<file path="config.mk">
export PLATFORM = sky130hd
export DESIGN_NAME = tmbg_ctrl_flat
export DESIGN_NICKNAME = d
export VERILOG_FILES = /design/src/logic/tmbg_pkg.sv /design/src/logic/tmbg_if.sv /design/src/logic/tmbg_ctrl.sv /design/src/flat_wrapper.sv
export SDC_FILE = /design/constraint.sdc
export NUM_CORES = 1
export LEC_CHECK = 0
export BUFFER_PORTS_ARGS = -buffer_cell sky130_fd_sc_hd__buf_2
export CAP_MARGIN = 20
export CORE_MARGIN = 1.5
export CORE_UTILIZATION = 45
export DETAILED_ROUTE_END_ITERATION = 8
export GPL_TIMING_DRIVEN = 0
export MAX_ROUTING_LAYER = met4
export PLACE_DENSITY = 0.78
export SETUP_SLACK_MARGIN = 0.4
export SLEW_MARGIN = 20
export SYNTH_ARGS = -nofsm -noshare
export SYNTH_HDL_FRONTEND = slang
export SYNTH_SLANG_ARGS = --single-unit
</file>
<file path="constraint.sdc">
create_clock -name core_clk -period 2.3 [get_ports core_clk]
set_input_delay 0.115 -clock core_clk [delete_from_list [all_inputs] [get_ports core_clk]]
set_output_delay 0.115 -clock core_clk [all_outputs]
set_load 0.02 [all_outputs]
</file>
<file path="src/logic/tmbg_pkg.sv">
// package: constants and types shared by the timer end and the controller end
// Notes on behaviour
// - run bit plus mode bits pick timer mode
// - transmit clock from other timer or ours
// - receive clock chosen likewise, independently
// - baud mode rollover reloads count from reload
// - serial bit rate is overflow rate over 16
// - baud mode counts osc, or osc/2 in 12-clock
// - other modes count once per machine cycle
// - internal baud rate osc/(16*(65536-reload)) in 6-clock, osc/(32*(65536-reload)) in 12-clock
// - baud mode rollover sets no overflow flag
// - baud mode trigger edge sets flag, no reload
// - software avoids count access in baud mode
// - software avoids reload writes in baud mode
// - software stops timer before register access
// - non-baud setups need run bit set separately
// - documented control byte values per setup
// - trigger disabled: capture/reload on overflow only
// - trigger enabled: falling edge also captures/reloads
// - trigger flag sticky until software clears
// - count ticks or external pin falling edges
package tmbg_pkg;
   // control byte bit positions
   localparam int CTL_CAPTURE  = 0;
   localparam int CTL_COUNTER  = 1;
   localparam int CTL_RUN      = 2;
   localparam int CTL_TRIG_EN  = 3;
   localparam int CTL_TX_CLK   = 4;
   localparam int CTL_RX_CLK   = 5;
   localparam int CTL_TRIG_FLG = 6;
   localparam int CTL_OVF_FLG  = 7;
   localparam logic [7:0]  CTL_RESET    = 8'h00;
   localparam logic [15:0] COUNT_RESET  = 16'h0000;
   localparam logic [15:0] COUNT_MAX    = 16'hFFFF;
   // oscillator clocks per tick
   localparam int OSC_PER_MC6   = 6;
   localparam int OSC_PER_MC12  = 12;
   localparam int OSC_PER_BAUD6 = 1;
   localparam int OSC_PER_BAUD12 = 2;
   localparam logic [3:0] DIV_ONE = 4'h1;
   localparam int BAUD_DIVISOR  = 16;
   // device register selects
   typedef enum logic [2:0] {
      TMBG_SEL_CTL, TMBG_SEL_CNT_LO, TMBG_SEL_CNT_HI,
      TMBG_SEL_RLD_LO, TMBG_SEL_RLD_HI
   } tmbg_sel_t;
   typedef enum logic [1:0] {
      TMBG_OFF, TMBG_RELOAD, TMBG_CAPTURE, TMBG_BAUD
   } tmbg_mode_t;
   // setup control values
   localparam logic [7:0] SETUP_BAUD_BOTH_INT = 8'h34;
   localparam logic [7:0] SETUP_BAUD_BOTH_EXT = 8'h36;
   localparam logic [7:0] SETUP_BAUD_RX_INT   = 8'h24;
   localparam logic [7:0] SETUP_BAUD_RX_EXT   = 8'h26;
   localparam logic [7:0] SETUP_BAUD_TX_INT   = 8'h14;
   localparam logic [7:0] SETUP_BAUD_TX_EXT   = 8'h16;
   localparam logic [7:0] SETUP_RELOAD_INT    = 8'h00;
   localparam logic [7:0] SETUP_RELOAD_EXT    = 8'h08;
   localparam logic [7:0] SETUP_CAPTURE_INT   = 8'h01;
   localparam logic [7:0] SETUP_CAPTURE_EXT   = 8'h09;
   // controller register map, word addresses on axi4-lite
   localparam logic [7:0] AXI_CTL     = 8'h00;
   localparam logic [7:0] AXI_RELOAD  = 8'h04;
   localparam logic [7:0] AXI_COUNT   = 8'h08;
   localparam logic [7:0] AXI_STATUS  = 8'h0C;
   localparam logic [7:0] AXI_CMD     = 8'h10;
   localparam logic [7:0] AXI_CAPTURE = 8'h14;
   localparam int CMD_APPLY_CTL = 0;
   localparam int CMD_APPLY_RLD = 1;
   localparam int CMD_APPLY_CNT = 2;
   localparam int CMD_CLR_OVF   = 3;
   localparam int CMD_CLR_TRIG  = 4;
   localparam int CMD_READ      = 5;
   localparam logic [1:0] RESP_OKAY   = 2'b00;
   localparam logic [1:0] RESP_SLVERR = 2'b10;
endpackage : tmbg_pkg

</file>
<file path="src/logic/tmbg_if.sv">
// interface joining the timer end and its controller end
`timescale 1ns/1ps
interface tmbg_if;
   import tmbg_pkg::*;
   logic        wr_stb;
   logic        rd_stb;
   tmbg_sel_t   sel;
   logic [7:0]  wdata;
   logic [7:0]  rdata;
   logic        rvalid;
   logic        clr_ovf;
   logic        clr_trig;
   logic        irq;
   modport timer (input wr_stb, rd_stb, sel, wdata, clr_ovf, clr_trig,
                  output rdata, rvalid, irq);
   modport ctrl  (output wr_stb, rd_stb, sel, wdata, clr_ovf, clr_trig,
                  input rdata, rvalid, irq);
endinterface : tmbg_if

</file>
<file path="src/logic/tmbg_ctrl.sv">
// axi4-lite controller that drives the timer end
//
// Our own choices: the placing of the registers and the AXI4-Lite register port.
`timescale 1ns/1ps
module tmbg_ctrl (
   // clock and reset
   input  wire logic        core_clk,
   input  wire logic        reset_n,
   // axi4-lite slave
   input  wire logic [7:0]  s_axi_awaddr,
   input  wire logic        s_axi_awvalid,
   output logic             s_axi_awready,
   input  wire logic [31:0] s_axi_wdata,
   input  wire logic [3:0]  s_axi_wstrb,
   input  wire logic        s_axi_wvalid,
   output logic             s_axi_wready,
   output logic [1:0]       s_axi_bresp,
   output logic             s_axi_bvalid,
   input  wire logic        s_axi_bready,
   input  wire logic [7:0]  s_axi_araddr,
   input  wire logic        s_axi_arvalid,
   output logic             s_axi_arready,
   output logic [31:0]      s_axi_rdata,
   output logic [1:0]       s_axi_rresp,
   output logic             s_axi_rvalid,
   input  wire logic        s_axi_rready,
   // timer side
   tmbg_if.ctrl             tmr,
   output logic             timer_irq
);
   import tmbg_pkg::*;

   typedef enum logic [2:0] {
      TMBG_IDLE, TMBG_WR, TMBG_RD, TMBG_RD_WAIT
   } tmbg_seq_t;

   logic [7:0]  ctl_q;
   logic [15:0] reload_q, count_q, snap_q, cap_q;
   logic [2:0]  pend_q;
   logic        rd_req_q;
   tmbg_seq_t   st_q;
   tmbg_sel_t   idx_q;
   logic        aw_q, w_q, bvalid_q, rvalid_q;
   logic [7:0]  awaddr_q;
   logic [31:0] wdata_q, rdata_q;
   logic [1:0]  bresp_q, rresp_q;

   wire busy = (st_q != TMBG_IDLE) || (|pend_q) || rd_req_q;
   assign s_axi_awready = !aw_q && !bvalid_q;
   assign s_axi_wready  = !w_q && !bvalid_q;
   assign s_axi_arready = !rvalid_q;
   wire do_wr = aw_q && w_q && !bvalid_q;
   wire wr_ok = (awaddr_q == AXI_CTL) || (awaddr_q == AXI_RELOAD)
             || (awaddr_q == AXI_COUNT) || (awaddr_q == AXI_CMD);
   wire [15:0] lo16 = wdata_q[15:0];

   // write channel; apply and read commands are dropped while a sequence runs
   always_ff @(posedge core_clk or negedge reset_n) begin
      if (!reset_n) begin
         aw_q <= 1'b0; w_q <= 1'b0; bvalid_q <= 1'b0;
         awaddr_q <= 8'h00; wdata_q <= 32'h0; bresp_q <= RESP_OKAY;
         ctl_q <= CTL_RESET; reload_q <= COUNT_RESET; count_q <= COUNT_RESET;
         pend_q <= 3'b000; rd_req_q <= 1'b0;
      end else begin
         if (s_axi_awvalid && s_axi_awready) begin
            aw_q <= 1'b1;
            awaddr_q <= s_axi_awaddr;
         end
         if (s_axi_wvalid && s_axi_wready) begin
            w_q <= 1'b1;
            wdata_q <= s_axi_wdata;
         end
         if (do_wr) begin
            aw_q <= 1'b0; w_q <= 1'b0; bvalid_q <= 1'b1;
            bresp_q <= wr_ok ? RESP_OKAY : RESP_SLVERR;
            if (awaddr_q == AXI_CTL && s_axi_wstrb[0])
               ctl_q <= wdata_q[7:0];
            if (awaddr_q == AXI_RELOAD)
               reload_q <= lo16;
            if (awaddr_q == AXI_COUNT)
               count_q <= lo16;
            if (awaddr_q == AXI_CMD && !busy) begin
               pend_q <= {wdata_q[CMD_APPLY_CNT], wdata_q[CMD_APPLY_RLD],
                          wdata_q[CMD_APPLY_CTL]};
               rd_req_q <= wdata_q[CMD_READ];
            end
         end else if (s_axi_bvalid && s_axi_bready)
            bvalid_q <= 1'b0;
         if (st_q == TMBG_IDLE) begin
            if (pend_q != 3'b000)
               pend_q <= 3'b000;
            else if (rd_req_q)
               rd_req_q <= 1'b0;
         end
      end
   end

   // sequencer: writes count halves, reload halves, then ctl, or reads all
   logic [2:0] step_q;
   always_ff @(posedge core_clk or negedge reset_n) begin
      if (!reset_n) begin
         st_q <= TMBG_IDLE; step_q <= 3'h0; idx_q <= TMBG_SEL_CTL;
         snap_q <= COUNT_RESET;
         cap_q <= COUNT_RESET;
      end else begin
         unique case (st_q)
            TMBG_IDLE: begin
               step_q <= 3'h0;
               if (pend_q != 3'b000)
                  st_q <= TMBG_WR;
               else if (rd_req_q)
                  st_q <= TMBG_RD;
            end
            TMBG_WR: begin
               step_q <= step_q + 3'h1;
               if (step_q == 3'h4)
                  st_q <= TMBG_IDLE;
            end
            TMBG_RD: begin
               idx_q <= tmbg_sel_t'(step_q);
               st_q <= TMBG_RD_WAIT;
            end
            TMBG_RD_WAIT: if (tmr.rvalid) begin
               if (idx_q == TMBG_SEL_CNT_LO) snap_q[7:0] <= tmr.rdata;
               if (idx_q == TMBG_SEL_CNT_HI) snap_q[15:8] <= tmr.rdata;
               if (idx_q == TMBG_SEL_RLD_LO) cap_q[7:0] <= tmr.rdata;
               if (idx_q == TMBG_SEL_RLD_HI) cap_q[15:8] <= tmr.rdata;
               step_q <= step_q + 3'h1;
               st_q <= (step_q == 3'h4) ? TMBG_IDLE : TMBG_RD;
            end
            default: st_q <= TMBG_IDLE;
         endcase
      end
   end

   tmbg_sel_t wsel;
   // control goes last, so count and reload load before the new control byte takes effect
   assign wsel = (step_q == 3'h4) ? TMBG_SEL_CTL
                                  : tmbg_sel_t'(step_q + 3'h1);
   logic [2:0] wr_mask_q;
   always_ff @(posedge core_clk or negedge reset_n) begin
      if (!reset_n) wr_mask_q <= 3'b000;
      else if (st_q == TMBG_IDLE) wr_mask_q <= pend_q;
   end
   wire mask_en = (wsel == TMBG_SEL_CTL) ? wr_mask_q[0] :
                  (wsel == TMBG_SEL_RLD_LO || wsel == TMBG_SEL_RLD_HI)
                  ? wr_mask_q[1] : wr_mask_q[2];

   assign tmr.wr_stb = (st_q == TMBG_WR) && mask_en;
   assign tmr.rd_stb = (st_q == TMBG_RD);
   assign tmr.sel    = (st_q == TMBG_WR) ? wsel : tmbg_sel_t'(step_q);
   assign tmr.wdata  = (wsel == TMBG_SEL_CTL)    ? ctl_q :
                       (wsel == TMBG_SEL_CNT_LO) ? count_q[7:0] :
                       (wsel == TMBG_SEL_CNT_HI) ? count_q[15:8] :
                       (wsel == TMBG_SEL_RLD_LO) ? reload_q[7:0] :
                       reload_q[15:8];
   wire cmd_fire = do_wr && awaddr_q == AXI_CMD;
   assign tmr.clr_ovf  = cmd_fire && wdata_q[CMD_CLR_OVF];
   assign tmr.clr_trig = cmd_fire && wdata_q[CMD_CLR_TRIG];
   assign timer_irq = tmr.irq;

   // read channel
   wire [31:0] rd_word =
      (s_axi_araddr == AXI_CTL)     ? {24'h0, ctl_q} :
      (s_axi_araddr == AXI_RELOAD)  ? {16'h0, reload_q} :
      (s_axi_araddr == AXI_COUNT)   ? {16'h0, snap_q} :
      (s_axi_araddr == AXI_STATUS)  ? {30'h0, busy, tmr.irq} :
      (s_axi_araddr == AXI_CAPTURE) ? {16'h0, cap_q} : 32'h0;
   wire rd_ok = (s_axi_araddr == AXI_CTL) || (s_axi_araddr == AXI_RELOAD)
             || (s_axi_araddr == AXI_COUNT) || (s_axi_araddr == AXI_STATUS)
             || (s_axi_araddr == AXI_CAPTURE) || (s_axi_araddr == AXI_CMD);
   always_ff @(posedge core_clk or negedge reset_n) begin
      if (!reset_n) begin
         rvalid_q <= 1'b0; rdata_q <= 32'h0; rresp_q <= RESP_OKAY;
      end else if (s_axi_arvalid && s_axi_arready) begin
         rvalid_q <= 1'b1;
         rdata_q <= rd_word;
         rresp_q <= rd_ok ? RESP_OKAY : RESP_SLVERR;
      end else if (s_axi_rready)
         rvalid_q <= 1'b0;
   end

   assign s_axi_bvalid = bvalid_q;
   assign s_axi_bresp  = bresp_q;
   assign s_axi_rvalid = rvalid_q;
   assign s_axi_rdata  = rdata_q;
   assign s_axi_rresp  = rresp_q;
endmodule : tmbg_ctrl

</file>
<file path="src/flat_wrapper.sv">
// flat-port wrapper written by rule: the top's interface ports become plain ports
module tmbg_ctrl_flat import tmbg_pkg::*;
  (core_clk, reset_n, s_axi_awaddr, s_axi_awvalid, s_axi_awready, s_axi_wdata, s_axi_wstrb, s_axi_wvalid, s_axi_wready, s_axi_bresp, s_axi_bvalid, s_axi_bready, s_axi_araddr, s_axi_arvalid, s_axi_arready, s_axi_rdata, s_axi_rresp, s_axi_rvalid, s_axi_rready, timer_irq, tmr_wr_stb, tmr_rd_stb, tmr_sel, tmr_wdata, tmr_clr_ovf, tmr_clr_trig, tmr_rdata, tmr_rvalid, tmr_irq);
  tmbg_if tmr_i ();
  input  wire logic core_clk;
  input  wire logic reset_n;
  input  wire logic [7:0] s_axi_awaddr;
  input  wire logic s_axi_awvalid;
  output logic s_axi_awready;
  input  wire logic [31:0] s_axi_wdata;
  input  wire logic [3:0] s_axi_wstrb;
  input  wire logic s_axi_wvalid;
  output logic s_axi_wready;
  output logic [1:0] s_axi_bresp;
  output logic s_axi_bvalid;
  input  wire logic s_axi_bready;
  input  wire logic [7:0] s_axi_araddr;
  input  wire logic s_axi_arvalid;
  output logic s_axi_arready;
  output logic [31:0] s_axi_rdata;
  output logic [1:0] s_axi_rresp;
  output logic s_axi_rvalid;
  input  wire logic s_axi_rready;
  output logic timer_irq;
  output wire logic [$bits(tmr_i.wr_stb)-1:0] tmr_wr_stb;
  output wire logic [$bits(tmr_i.rd_stb)-1:0] tmr_rd_stb;
  output wire logic [$bits(tmr_i.sel)-1:0] tmr_sel;
  output wire logic [$bits(tmr_i.wdata)-1:0] tmr_wdata;
  output wire logic [$bits(tmr_i.clr_ovf)-1:0] tmr_clr_ovf;
  output wire logic [$bits(tmr_i.clr_trig)-1:0] tmr_clr_trig;
  input wire logic [$bits(tmr_i.rdata)-1:0] tmr_rdata;
  input wire logic [$bits(tmr_i.rvalid)-1:0] tmr_rvalid;
  input wire logic [$bits(tmr_i.irq)-1:0] tmr_irq;
  assign tmr_wr_stb = tmr_i.wr_stb;
  assign tmr_rd_stb = tmr_i.rd_stb;
  assign tmr_sel = tmr_i.sel;
  assign tmr_wdata = tmr_i.wdata;
  assign tmr_clr_ovf = tmr_i.clr_ovf;
  assign tmr_clr_trig = tmr_i.clr_trig;
  assign tmr_i.rdata = tmr_rdata;
  assign tmr_i.rvalid = tmr_rvalid;
  assign tmr_i.irq = tmr_irq;
  tmbg_ctrl u_core (.core_clk(core_clk), .reset_n(reset_n), .s_axi_awaddr(s_axi_awaddr), .s_axi_awvalid(s_axi_awvalid), .s_axi_awready(s_axi_awready), .s_axi_wdata(s_axi_wdata), .s_axi_wstrb(s_axi_wstrb), .s_axi_wvalid(s_axi_wvalid), .s_axi_wready(s_axi_wready), .s_axi_bresp(s_axi_bresp), .s_axi_bvalid(s_axi_bvalid), .s_axi_bready(s_axi_bready), .s_axi_araddr(s_axi_araddr), .s_axi_arvalid(s_axi_arvalid), .s_axi_arready(s_axi_arready), .s_axi_rdata(s_axi_rdata), .s_axi_rresp(s_axi_rresp), .s_axi_rvalid(s_axi_rvalid), .s_axi_rready(s_axi_rready), .tmr(tmr_i), .timer_irq(timer_irq));
endmodule
</file>
; ---- Yosys cells after proc, flatten, opt, wreduce, memory -nomap -nowiden
; Cells that the tools add are included.
[classes]
add_sub_neg = 1
eq_ne = 23
muxes = 40
n_reduce_logical = 51
[ops]
columns = cell, n
row1 = two-way mux 32 bit, 4
row2 = two-way mux 3 bit, 11
row3 = two-way mux 8 bit, 4
row4 = "equality test 8 x 4 -> 1 bit, second input constant", 3
row5 = "equality test 8 x 5 -> 1 bit, second input constant", 3
row6 = "equality test 3 x 2 -> 1 bit, second input constant", 6
row7 = "equality test 8 x 3 -> 1 bit, second input constant", 2
row8 = zero test 8 bit, 2
row9 = two-way mux 16 bit, 1
row10 = two-way mux 1 bit, 15
row11 = AND reduction 3 bit, 5
row12 = logical AND 1 bit, 14
row13 = case mux 3 bit (4 select lines), 1
row14 = logical OR 1 bit, 11
row15 = "equality test 3 x 1 -> 1 bit, second input constant", 3
row16 = "equality test 3 bit, second input constant", 3
row17 = case mux 3 bit (3 select lines), 1
row18 = nonzero test 3 bit, 3
row19 = AND reduction 2 bit, 4
row20 = nonzero test 2 bit, 4
row21 = zero test 3 bit, 2
row22 = two-way mux 2 bit, 3
row23 = zero test 1 bit, 5
row24 = "adder 3 x 1 -> 3 bit, second input constant", 1
row25 = 4 further kinds, 4
[word_totals]
register_bits = 152
in_bits = 69
output_inout_bits = 57
wordCells = 137

; ---- Longest topological paths before layout
; Gate-level depths: netlist of the first run.
[depth]
depth_word = 10
mapped_depth = 9
depth_no_buf = 6

; ---- Least setup slack after synthesis of the first run
; OpenSTA, ideal clock, no wires.
[synth_timing]
path_kind = reg2out
startpoint = register u_core.step_q[0]
endpoint = output port tmr_wr_stb
t_arrival_ps = 2363
setup_slack_ps = -178
path_stages_with_launch = 7
n_path_buf = 0
path_cell_list = dfrtp_1 -> inv_1 -> ha_1 -> or3b_1 -> and3_1 -> or3b_1 -> a311oi_1
[synth_via]
elab_chain_cells = 7
[synth_lines]
columns = element, line
row1 = start: declaration, tmbg_ctrl.sv:99  ; logic [2:0] step_q;
row2 = start signal: assignment, tmbg_ctrl.sv:115  ; step_q <= step_q + 3'h1;
row3 = start signal: assignment, tmbg_ctrl.sv:128  ; step_q <= step_q + 3'h1;
row4 = adder 3 x 1 -> 3 bit or equality test 3 bit (tied branches), "tmbg_ctrl.sv:139, tmbg_ctrl.sv:138"
row5 = two-way mux 3 bit (*), tmbg_ctrl.sv:138  ; assign wsel = (step_q == 3'h4) ? TMBG_SEL_CTL
row6 = equality test 3 x 2 -> 1 bit or equality test 3 bit (tied branches), tmbg_ctrl.sv:146  ; (wsel == TMBG_SEL_RLD_LO || wsel == TMBG_SEL_RLD_HI)
row7 = logical OR 1 bit, tmbg_ctrl.sv:146
row8 = two-way mux 1 bit, tmbg_ctrl.sv:147  ; ? wr_mask_q[1] : wr_mask_q[2];
row9 = two-way mux 1 bit (*), tmbg_ctrl.sv:145  ; wire mask_en = (wsel == TMBG_SEL_CTL) ? wr_mask_q[0] :
row10 = logical AND 1 bit (*), tmbg_ctrl.sv:149  ; assign tmr.wr_stb = (st_q == TMBG_WR) && mask_en;
row11 = end: declaration, flat_wrapper.sv:25  ; output wire logic [$bits(tmr_i.wr_stb)-1:0] tmr_wr_stb;
; Mark *: on every way between the ends. The rest lies on a longest branch, timed or not.

; ---- Worst setup path after layout of the first run
[layout_timing]
startpoint = register u_core.step_q[0]
endpoint = output port tmr_wdata[3]
[layout_via]
elab_chain_cells = 7
[layout_lines]
columns = element, line
row1 = adder 3 x 1 -> 3 bit or equality test 3 bit (tied branches), "tmbg_ctrl.sv:139, tmbg_ctrl.sv:138"
row2 = two-way mux 3 bit (*), tmbg_ctrl.sv:138
row3 = equality test 3 x 2 -> 1 bit, tmbg_ctrl.sv:155  ; (wsel == TMBG_SEL_RLD_LO) ? reload_q[7:0] :
row4 = two-way mux 8 bit, tmbg_ctrl.sv:155
row5 = two-way mux 8 bit, tmbg_ctrl.sv:154  ; (wsel == TMBG_SEL_CNT_HI) ? count_q[15:8] :
row6 = two-way mux 8 bit, tmbg_ctrl.sv:153  ; (wsel == TMBG_SEL_CNT_LO) ? count_q[7:0] :
row7 = two-way mux 8 bit (*), tmbg_ctrl.sv:152  ; assign tmr.wdata = (wsel == TMBG_SEL_CTL) ? ctl_q :
row8 = end: declaration, flat_wrapper.sv:28  ; output wire logic [$bits(tmr_i.wdata)-1:0] tmr_wdata;
; Marked as above.

==> metrics.md, run 1 <==
| Metric | Value |
|---|---|
| Commonest cells after routing, fill and taps aside | `dfrtp_1, buf_2, mux2_2` |
| MaxCap Viol Count | `0` |
| Hold Vio Cnt, Final | `0` |
| Largest net degree at the start of global routing | `68` |
| CP Data Arrival Time | `2.60 ns` |
| TritonRoute pass-1 iters | `5` |
| Crit path kind | `register to primary output` |
| Worst hold path class | `primary input to register` |
| Pwr per Cell Area | `1297 nW/um^2` |
| Commonest non-fill, non-tap cell in the layout | `dfrtp_1` |
| Max IR drop VDD | `1.156 mV` |
| Worst slack, placed | `-0.2574 ns` |
| # H-tree levels | `4` |
| Root buf cell | `clkbuf_16` |
| Net load switching power | `4.484 mW` |
| Total Wirelength | `19430 um` |
| Footprint of the multi-input gates | `3451 um^2` |
| Main flop type after synthesis | `dfrtp_1` |
| Total GRT Usage | `25.76%` |
| Clk slew on worst S/H paths | `0.06 ns` |
| Cell-internal power | `7.579 mW` |
| Dpl hpwl | `11290 um` |
| Reg-to-reg critical path startpoint | `u_core.awaddr_q[1]` |
| RSZ-0062 raised after global routing | `yes` |
| Final ANT Viol Nets | `0` |
| Layout Skew | `0.01030 ns` |
| Final Util | `66.99%` |
| Post-synth cell types | `56` |
| Hold Worst Slack | `0.01461 ns` |
| Post-Syn Instances | `536` |
| Num CTS Buffers | `17` |
| Std-Cell Rows | `43` |
| Vias | `5239` |
| Die Y | `122.3 um` |
| Synth warn | `0` |
| Post-layout min period | `2.717 ns` |
| # placed instances | `821` |
| Mapped cell area | `6406 um^2` |
| FMAX | `368.1 MHz` |
| DR vias/cell | `5.682` |
| Number of remaining DRC errors | `0` |
| CP endpoint kind | `primary output` |
| Outcome | `finished, violations left` |
| Reg power frac | `31.6%` |
| First-pass GRT wire length | `28460 um` |
| Depth of the worst hold-timing path | `2` |
| CORE AREA | `13880 um^2` |
| Worst slew pin tran | `0.6918 ns` |
| Initial core utilization | `46.15%` |
| Die Wd | `122.3 um` |
| Max clock buf depth | `2` |
| TritonCTS clock tree | `done` |
| Hold Startpoint | `tmr_rdata[5]` |
| Seq/Total Area, Yosys | `51.95%` |
| Flop-to-flop setup slack | `0.26 ns` |
| Total congestion overflow | `0` |
| CP max FO | `10` |
| Vias in the first global route | `5231` |
| Violated checks | `negative setup slack` |
| Clock Power Share | `24.1%` |
| DR iter-0 viols | `417` |
| Logic gate share of total power | `44.2%` |
| Share of synthesized flip-flops with an asynchronous set or reset | `100.0%` |
| Final worst slack | `-0.4168 ns` |
| Layout Cells excl Fill | `922` |
| Final-stage net count | `802` |
| Clock sinks | `133` |
| Sw Share | `37.17%` |
| Final Max Tran Viols | `0` |
| Slew HR | `53.68%` |
| Layout area overhead | `45.16%` |
| Hold Crit Endpoint | `u_core.snap_q[13]` |
| CP Launch Type | `register` |
| Final worst-path cycle share | `118.1%` |
| Die Area | `14960 um^2` |
| Final setup violation count | `9` |
| I/O pins | `126` |
| Initial antenna violation count | `0` |
| Cell leakage power | `4.319 nW` |
| Reg2reg end | `u_core.reload_q[11]` |
| Routed len/inst | `21.07 um` |
| Synthesized flop and latch total | `133` |
| Worst Path Required | `2.18 ns` |
| Mean Syn Cell Area | `11.95 um^2` |
| Final GP Congestion | `0.9146` |
| ANT cells | `0` |
| EDFF count, synth | `0` |
| Layout cells sized above 1 | `49.87%` |
| Number of port buffers | `87` |
| Register area | `3331 um^2` |
| Filler cells | `926` |
| Dpl cell area | `7395 um^2` |
| Final non-filler cell area | `9299 um^2` |
| Clk_lat worst skew | `0.43 ns` |
| R2R depth | `7` |
-- area by class of cell --
| class | instances | share of cell area [%] |
|---|---|---|
| inverter | 16 | 0.6997 |
| clock buffer | 23 | 5.140 |
| buffer | 46 | 3.714 |
| tap | 180 | 2.422 |
| multi-input combinational | 358 | 37.11 |
| timing repair buffer | 157 | 13.50 |
| clock inverter | 9 | 1.601 |
| sequential | 133 | 35.82 |
-- power by group through the flow --
stage | clock network (mW) | registers, mW | logic (mW)
final | 2.91 | 3.82 | 5.33
after global routing | 3.05 | 3.88 | 5.62
after CTS | 2.91 | 3.73 | 4.62
after detailed placement | 0 | 3.77 | 3.79
after global placement | 0 | 3.71 | 3.69
after floorplan | 0 | 3.53 | 2.93
-- cell families after synthesis --
family                   Yosys count  synth area share [%]
flip-flops                       133                 51.95
AND/OR/NAND/NOR                  120                 10.92
multiplexers                     110                 19.28
AO/OA/AOI/OAI                    105                 11.52
buffers and inverters             62                 5.332
adder cells (fa/ha/maj)            5                0.9375
other                              1               0.05854
-- worst max-delay path by stage --
stage | from | endpoint | slack [ns] | cells past startpoint
6_report | u_core.step_q[0] | tmr_wdata[3] | -0.42 | 8
5_1_grt | u_core.step_q[0] | tmr_wr_stb | -0.49 | 8
4_1_cts | u_core.step_q[0] | tmr_wr_stb | -0.38 | 7
3_5_place_dp | u_core.step_q[0] | tmr_wdata[2] | -0.26 | 9
3_3_place_gp | reset_n | u_core.step_q[0] | -0.75 | 1
2_1_floorplan | u_core.step_q[0] | tmr_wr_stb | 0.22 | 6
-- worst max-delay path, cell delays in order, from the launching register on --
cell	delay (ns)
dfrtp_2	0.45
clkinv_4	0.10
ha_4	0.20
or3b_4	0.40
buf_4	0.21
a31oi_2	0.23
o221ai_2	0.19
a31oi_4	0.22
buf_6	0.15
-- metal layers --
layer	part of all wire, %	up-vias	track usage, %
met5	0	-	-
met4	3.9	0	7.122
met3	5.9	73	5.483
met2	50	242	42.70
met1	40	2605	32.08
li1	-	2319	-
-- sequential cells by signal (all words and copies together), names as in the netlist --
| register | flops |
|---|---|
| u_core.cap_q | 16 |
| u_core.count_q | 16 |
| u_core.reload_q | 16 |
| u_core.s_axi_rdata | 16 |
| u_core.snap_q | 16 |
| u_core.wdata_q | 16 |
| u_core.awaddr_q | 8 |
| u_core.ctl_q | 8 |
| u_core.idx_q | 3 |
| u_core.pend_q | 3 |
| u_core.step_q | 3 |
| u_core.wr_mask_q | 3 |
| u_core.st_q | 2 |
| u_core.aw_q | 1 |
| u_core.rd_req_q | 1 |
| u_core.s_axi_bresp | 1 |
| u_core.s_axi_bvalid | 1 |
| u_core.s_axi_rresp | 1 |
| u_core.s_axi_rvalid | 1 |
| u_core.w_q | 1 |
-- cell usage after synthesis (all sizes together), types with 3 or more instances --
master,n,area (um^2)
a31oi,21,131.4
a22oi,14,105.1
ha,4,50.05
nand2,32,122.6
nand3,5,37.54
o21ai,11,55.05
nor2,27,101.4
o221ai,8,70.07
buf,34,236.5
and2,3,18.77
nor4b,5,71.32
mux2i,3,30.03
nand3b,3,30.03
o41ai,8,70.07
clkbuf,12,45.04
nor3,13,65.06
a221o,7,70.07
mux2,107,1205
a21oi,21,105.1
inv,16,60.06
dfrtp,133,3328
nand2b,13,81.33
nor2b,5,31.28
-- per-stage QoR --
stage,setup TNS [ns],power (mW)
final,-3.306,12.06
after global routing,-3.897,12.55
after floorplan,0,6.457
after CTS,-2.952,11.25
after global placement,-70.09,7.396
after detailed placement,-1.291,7.555
-- timing repair --
action,in CTS,in global routing
endpoints found under the hold margin,113,0
buffers inserted,20,11
cloned,3,1
setup endpoints to repair,50,69
hold buffers,34,0
pin swaps,14,14
gates resized for setup,64,92
No activity file was read; power rests on OpenSTA's default activity.
==> inputs of run 2 (changes only) <==
- CORE_UTILIZATION: 45 -> 27
- PLACE_DENSITY: 0.78 -> 0.56
==> metrics.md, run 2 (synthesis gave the netlist of run 1 again) <==
| Metric | Value |
|---|---|
| Routed len/inst | `17.01 um (-19%)` |
| Final worst-path cycle share | `114.1% (-4.0 points)` |
| CORE AREA | `23400 um^2 (+69%)` |
| RSZ-0062 raised after global routing | `yes` |
| Initial core utilization | `27.37% (-19 points)` |
| Final-stage net count | `796 (-0.75%)` |
| Max clock buf depth | `2 (unchanged)` |
| MaxCap Viol Count | `0 (unchanged)` |
| Clk_lat worst skew | `0.42 ns (about the same)` |
| CP max FO | `6 (-4)` |
| I/O pins | `126 (unchanged)` |
| Largest net degree at the start of global routing | `70 (+2.9%)` |
| Layout Skew | `0.01047 ns (+0.0001677 ns)` |
| Violated checks | `negative setup slack` |
| Vias in the first global route | `4967 (-5.0%)` |
| Vias | `4911 (-6.3%)` |
| Final Util | `39.46% (-28 points)` |
| CP Launch Type | `register` |
| Max IR drop VDD | `0.6515 mV (-44%)` |
| Commonest non-fill, non-tap cell in the layout | `dfrtp_1` |
| Total Power | `11.41 mW (-5.4%)` |
| Logic gate share of total power | `45.0% (+0.8 points)` |
| Total congestion overflow | `0 (unchanged)` |
| Initial antenna violation count | `0 (unchanged)` |
| CP endpoint kind | `primary output` |
| Layout cells sized above 1 | `48.44% (-1.4 points)` |
| Die Area | `24660 um^2 (+65%)` |
| Number of port buffers | `87 (unchanged)` |
| Worst slew pin tran | `0.8636 ns (+0.1718 ns)` |
| Reg-to-reg critical path startpoint | `u_core.awaddr_q[5]` |
| DR vias/cell | `4.659 (-18%)` |
| Worst setup startpoint | `u_core.step_q[0]` |
| TritonRoute pass-1 iters | `4 (-1)` |
| Clock sinks | `133 (unchanged)` |
| Outcome | `finished, violations left` |
| Layout area overhead | `44.14%` |
| Dpl hpwl | `12560 um (+11%)` |
| Clock Power Share | `22.3% (-1.8 points)` |
| Root buf cell | `clkbuf_16` |
| Total Wirelength | `17930 um (-7.7%)` |
| Cell leakage power | `4.200 nW (-2.8%)` |
| Clk slew on worst S/H paths | `0.06 ns (about the same)` |
| Number of remaining DRC errors | `0 (unchanged)` |
| Worst hold path class | `primary input to register` |
| CP Data Arrival Time | `2.51 ns (-0.09 ns)` |
| Final setup violation count | `9 (unchanged)` |
| Std-Cell Rows | `56 (+30%)` |
| TritonCTS clock tree | `done` |
| ANT cells | `0 (unchanged)` |
| Die Y | `157.0 um (+28%)` |
| Num CTS Buffers | `17 (unchanged)` |
| Post-layout min period | `2.624 ns (-0.09300 ns)` |
| Crit path kind | `register to primary output` |
| Sw Share | `36.94% (-0.23 points)` |
| # placed instances | `960 (+17%)` |
| Commonest cells after routing, fill and taps aside | `dfrtp_1, mux2_2, buf_2` |
| Net load switching power | `4.215 mW (-6.0%)` |
| Hold Startpoint | `tmr_rdata[7]` |
| Worst slack, placed | `-0.3194 ns (-0.06206 ns)` |
| DR iter-0 viols | `341 (-18%)` |
| Cell-internal power | `7.195 mW (-5.1%)` |
| Final Max Tran Viols | `0 (unchanged)` |
| First-pass GRT wire length | `28310 um (-0.53%)` |
| Layout Cells excl Fill | `1054 (+14%)` |
| Hold Worst Slack | `0.03028 ns (+0.01567 ns)` |
| Final GP Congestion | `0.8236 (-9.9%)` |
| FMAX | `381.1 MHz (+3.5%)` |
| Final ANT Viol Nets | `0 (unchanged)` |
| Pwr per Cell Area | `1236 nW/um^2 (-4.7%)` |
| Final worst slack | `-0.3238 ns (+0.09300 ns)` |
| Die Wd | `157.0 um (+28%)` |
| Total GRT Usage | `15.70% (-10 points)` |
| Slew HR | `42.18% (-12 points)` |
| Hold Vio Cnt, Final | `0 (unchanged)` |
| Reg power frac | `32.7% (+1.1 points)` |
| Worst Path Required | `2.18 ns (about the same)` |
| # H-tree levels | `4 (unchanged)` |
## run 2: power groups by stage
stage | sequential, mW | clock, mW | combinational (mW)
3_5_place_dp | 3.76 | 0 | 3.88
5_1_grt | 3.83 | 2.71 | 5.54
6_report | 3.73 | 2.55 | 5.14
4_1_cts | 3.72 | 2.61 | 4.97
3_3_place_gp | 3.74 | 0 | 3.84
2_1_floorplan | 3.53 | 0 | 2.93
## run 2: repair_timing
item / 4_1_cts / 5_1_grt
hold endpoints to repair: 121 / 0
buffers inserted: 21 / 4
setup endpoints to repair: 55 / 69
hold buffers: 35 / 0
gates cloned: 3 / 0
resized for setup: 96 / 26
pin swaps: 14 / 13
## run 2: metal layers
metal	up-vias	track usage, %	part of all wire, %
li1	2316	-	-
met1	2469	20.56	47
met2	113	24.72	48
met3	13	2.946	4.6
met4	0	4.672	1.1
met5	-	-	0
## run 2: path summary, 6_finish.rpt
path	endpoint	slack, ns	cells after the start
min reg2reg	u_core.s_axi_rdata[11]	0.47	2
max reg2reg	u_core.count_q[6]	0.39	7
max in group asynchronous	u_core.snap_q[4]	1.35	3
min in group asynchronous	u_core.awaddr_q[7]	0.24	2
min	u_core.snap_q[15]	0.03	2
max	tmr_wr_stb	-0.32	7
## run 2: critical path, cell delays in order (launching register included)
cell      delay [ns]
dfrtp_2         0.45
ha_4            0.17
buf_6           0.12
or3b_4          0.39
and3_4          0.18
or3b_4          0.38
a311oi_4        0.24
buf_6           0.16
## run 2: per-stage QoR
step / setup TNS (ns) / instance area (um^2)
after floorplan: 0 / 6700
after global placement: -116.26 / 7535
after detailed placement: -2.184 / 7572
after CTS: -2.622 / 9091
after global routing: -3.208 / 9234
final: -2.408 / 9234
## run 2: layout make-up
| type | instances | area (um^2) |
|---|---|---|
| clock buffers | 20 | 446.7 |
| inverters | 16 | 62.56 |
| clock inverters | 11 | 105.1 |
| well taps | 319 | 399.1 |
| repair buffers | 151 | 1201 |
| multi-input cells | 358 | 3326 |
| plain buffers | 46 | 361.6 |
| flip-flops and latches | 133 | 3332 |
| fillers | 2302 | 14170 |
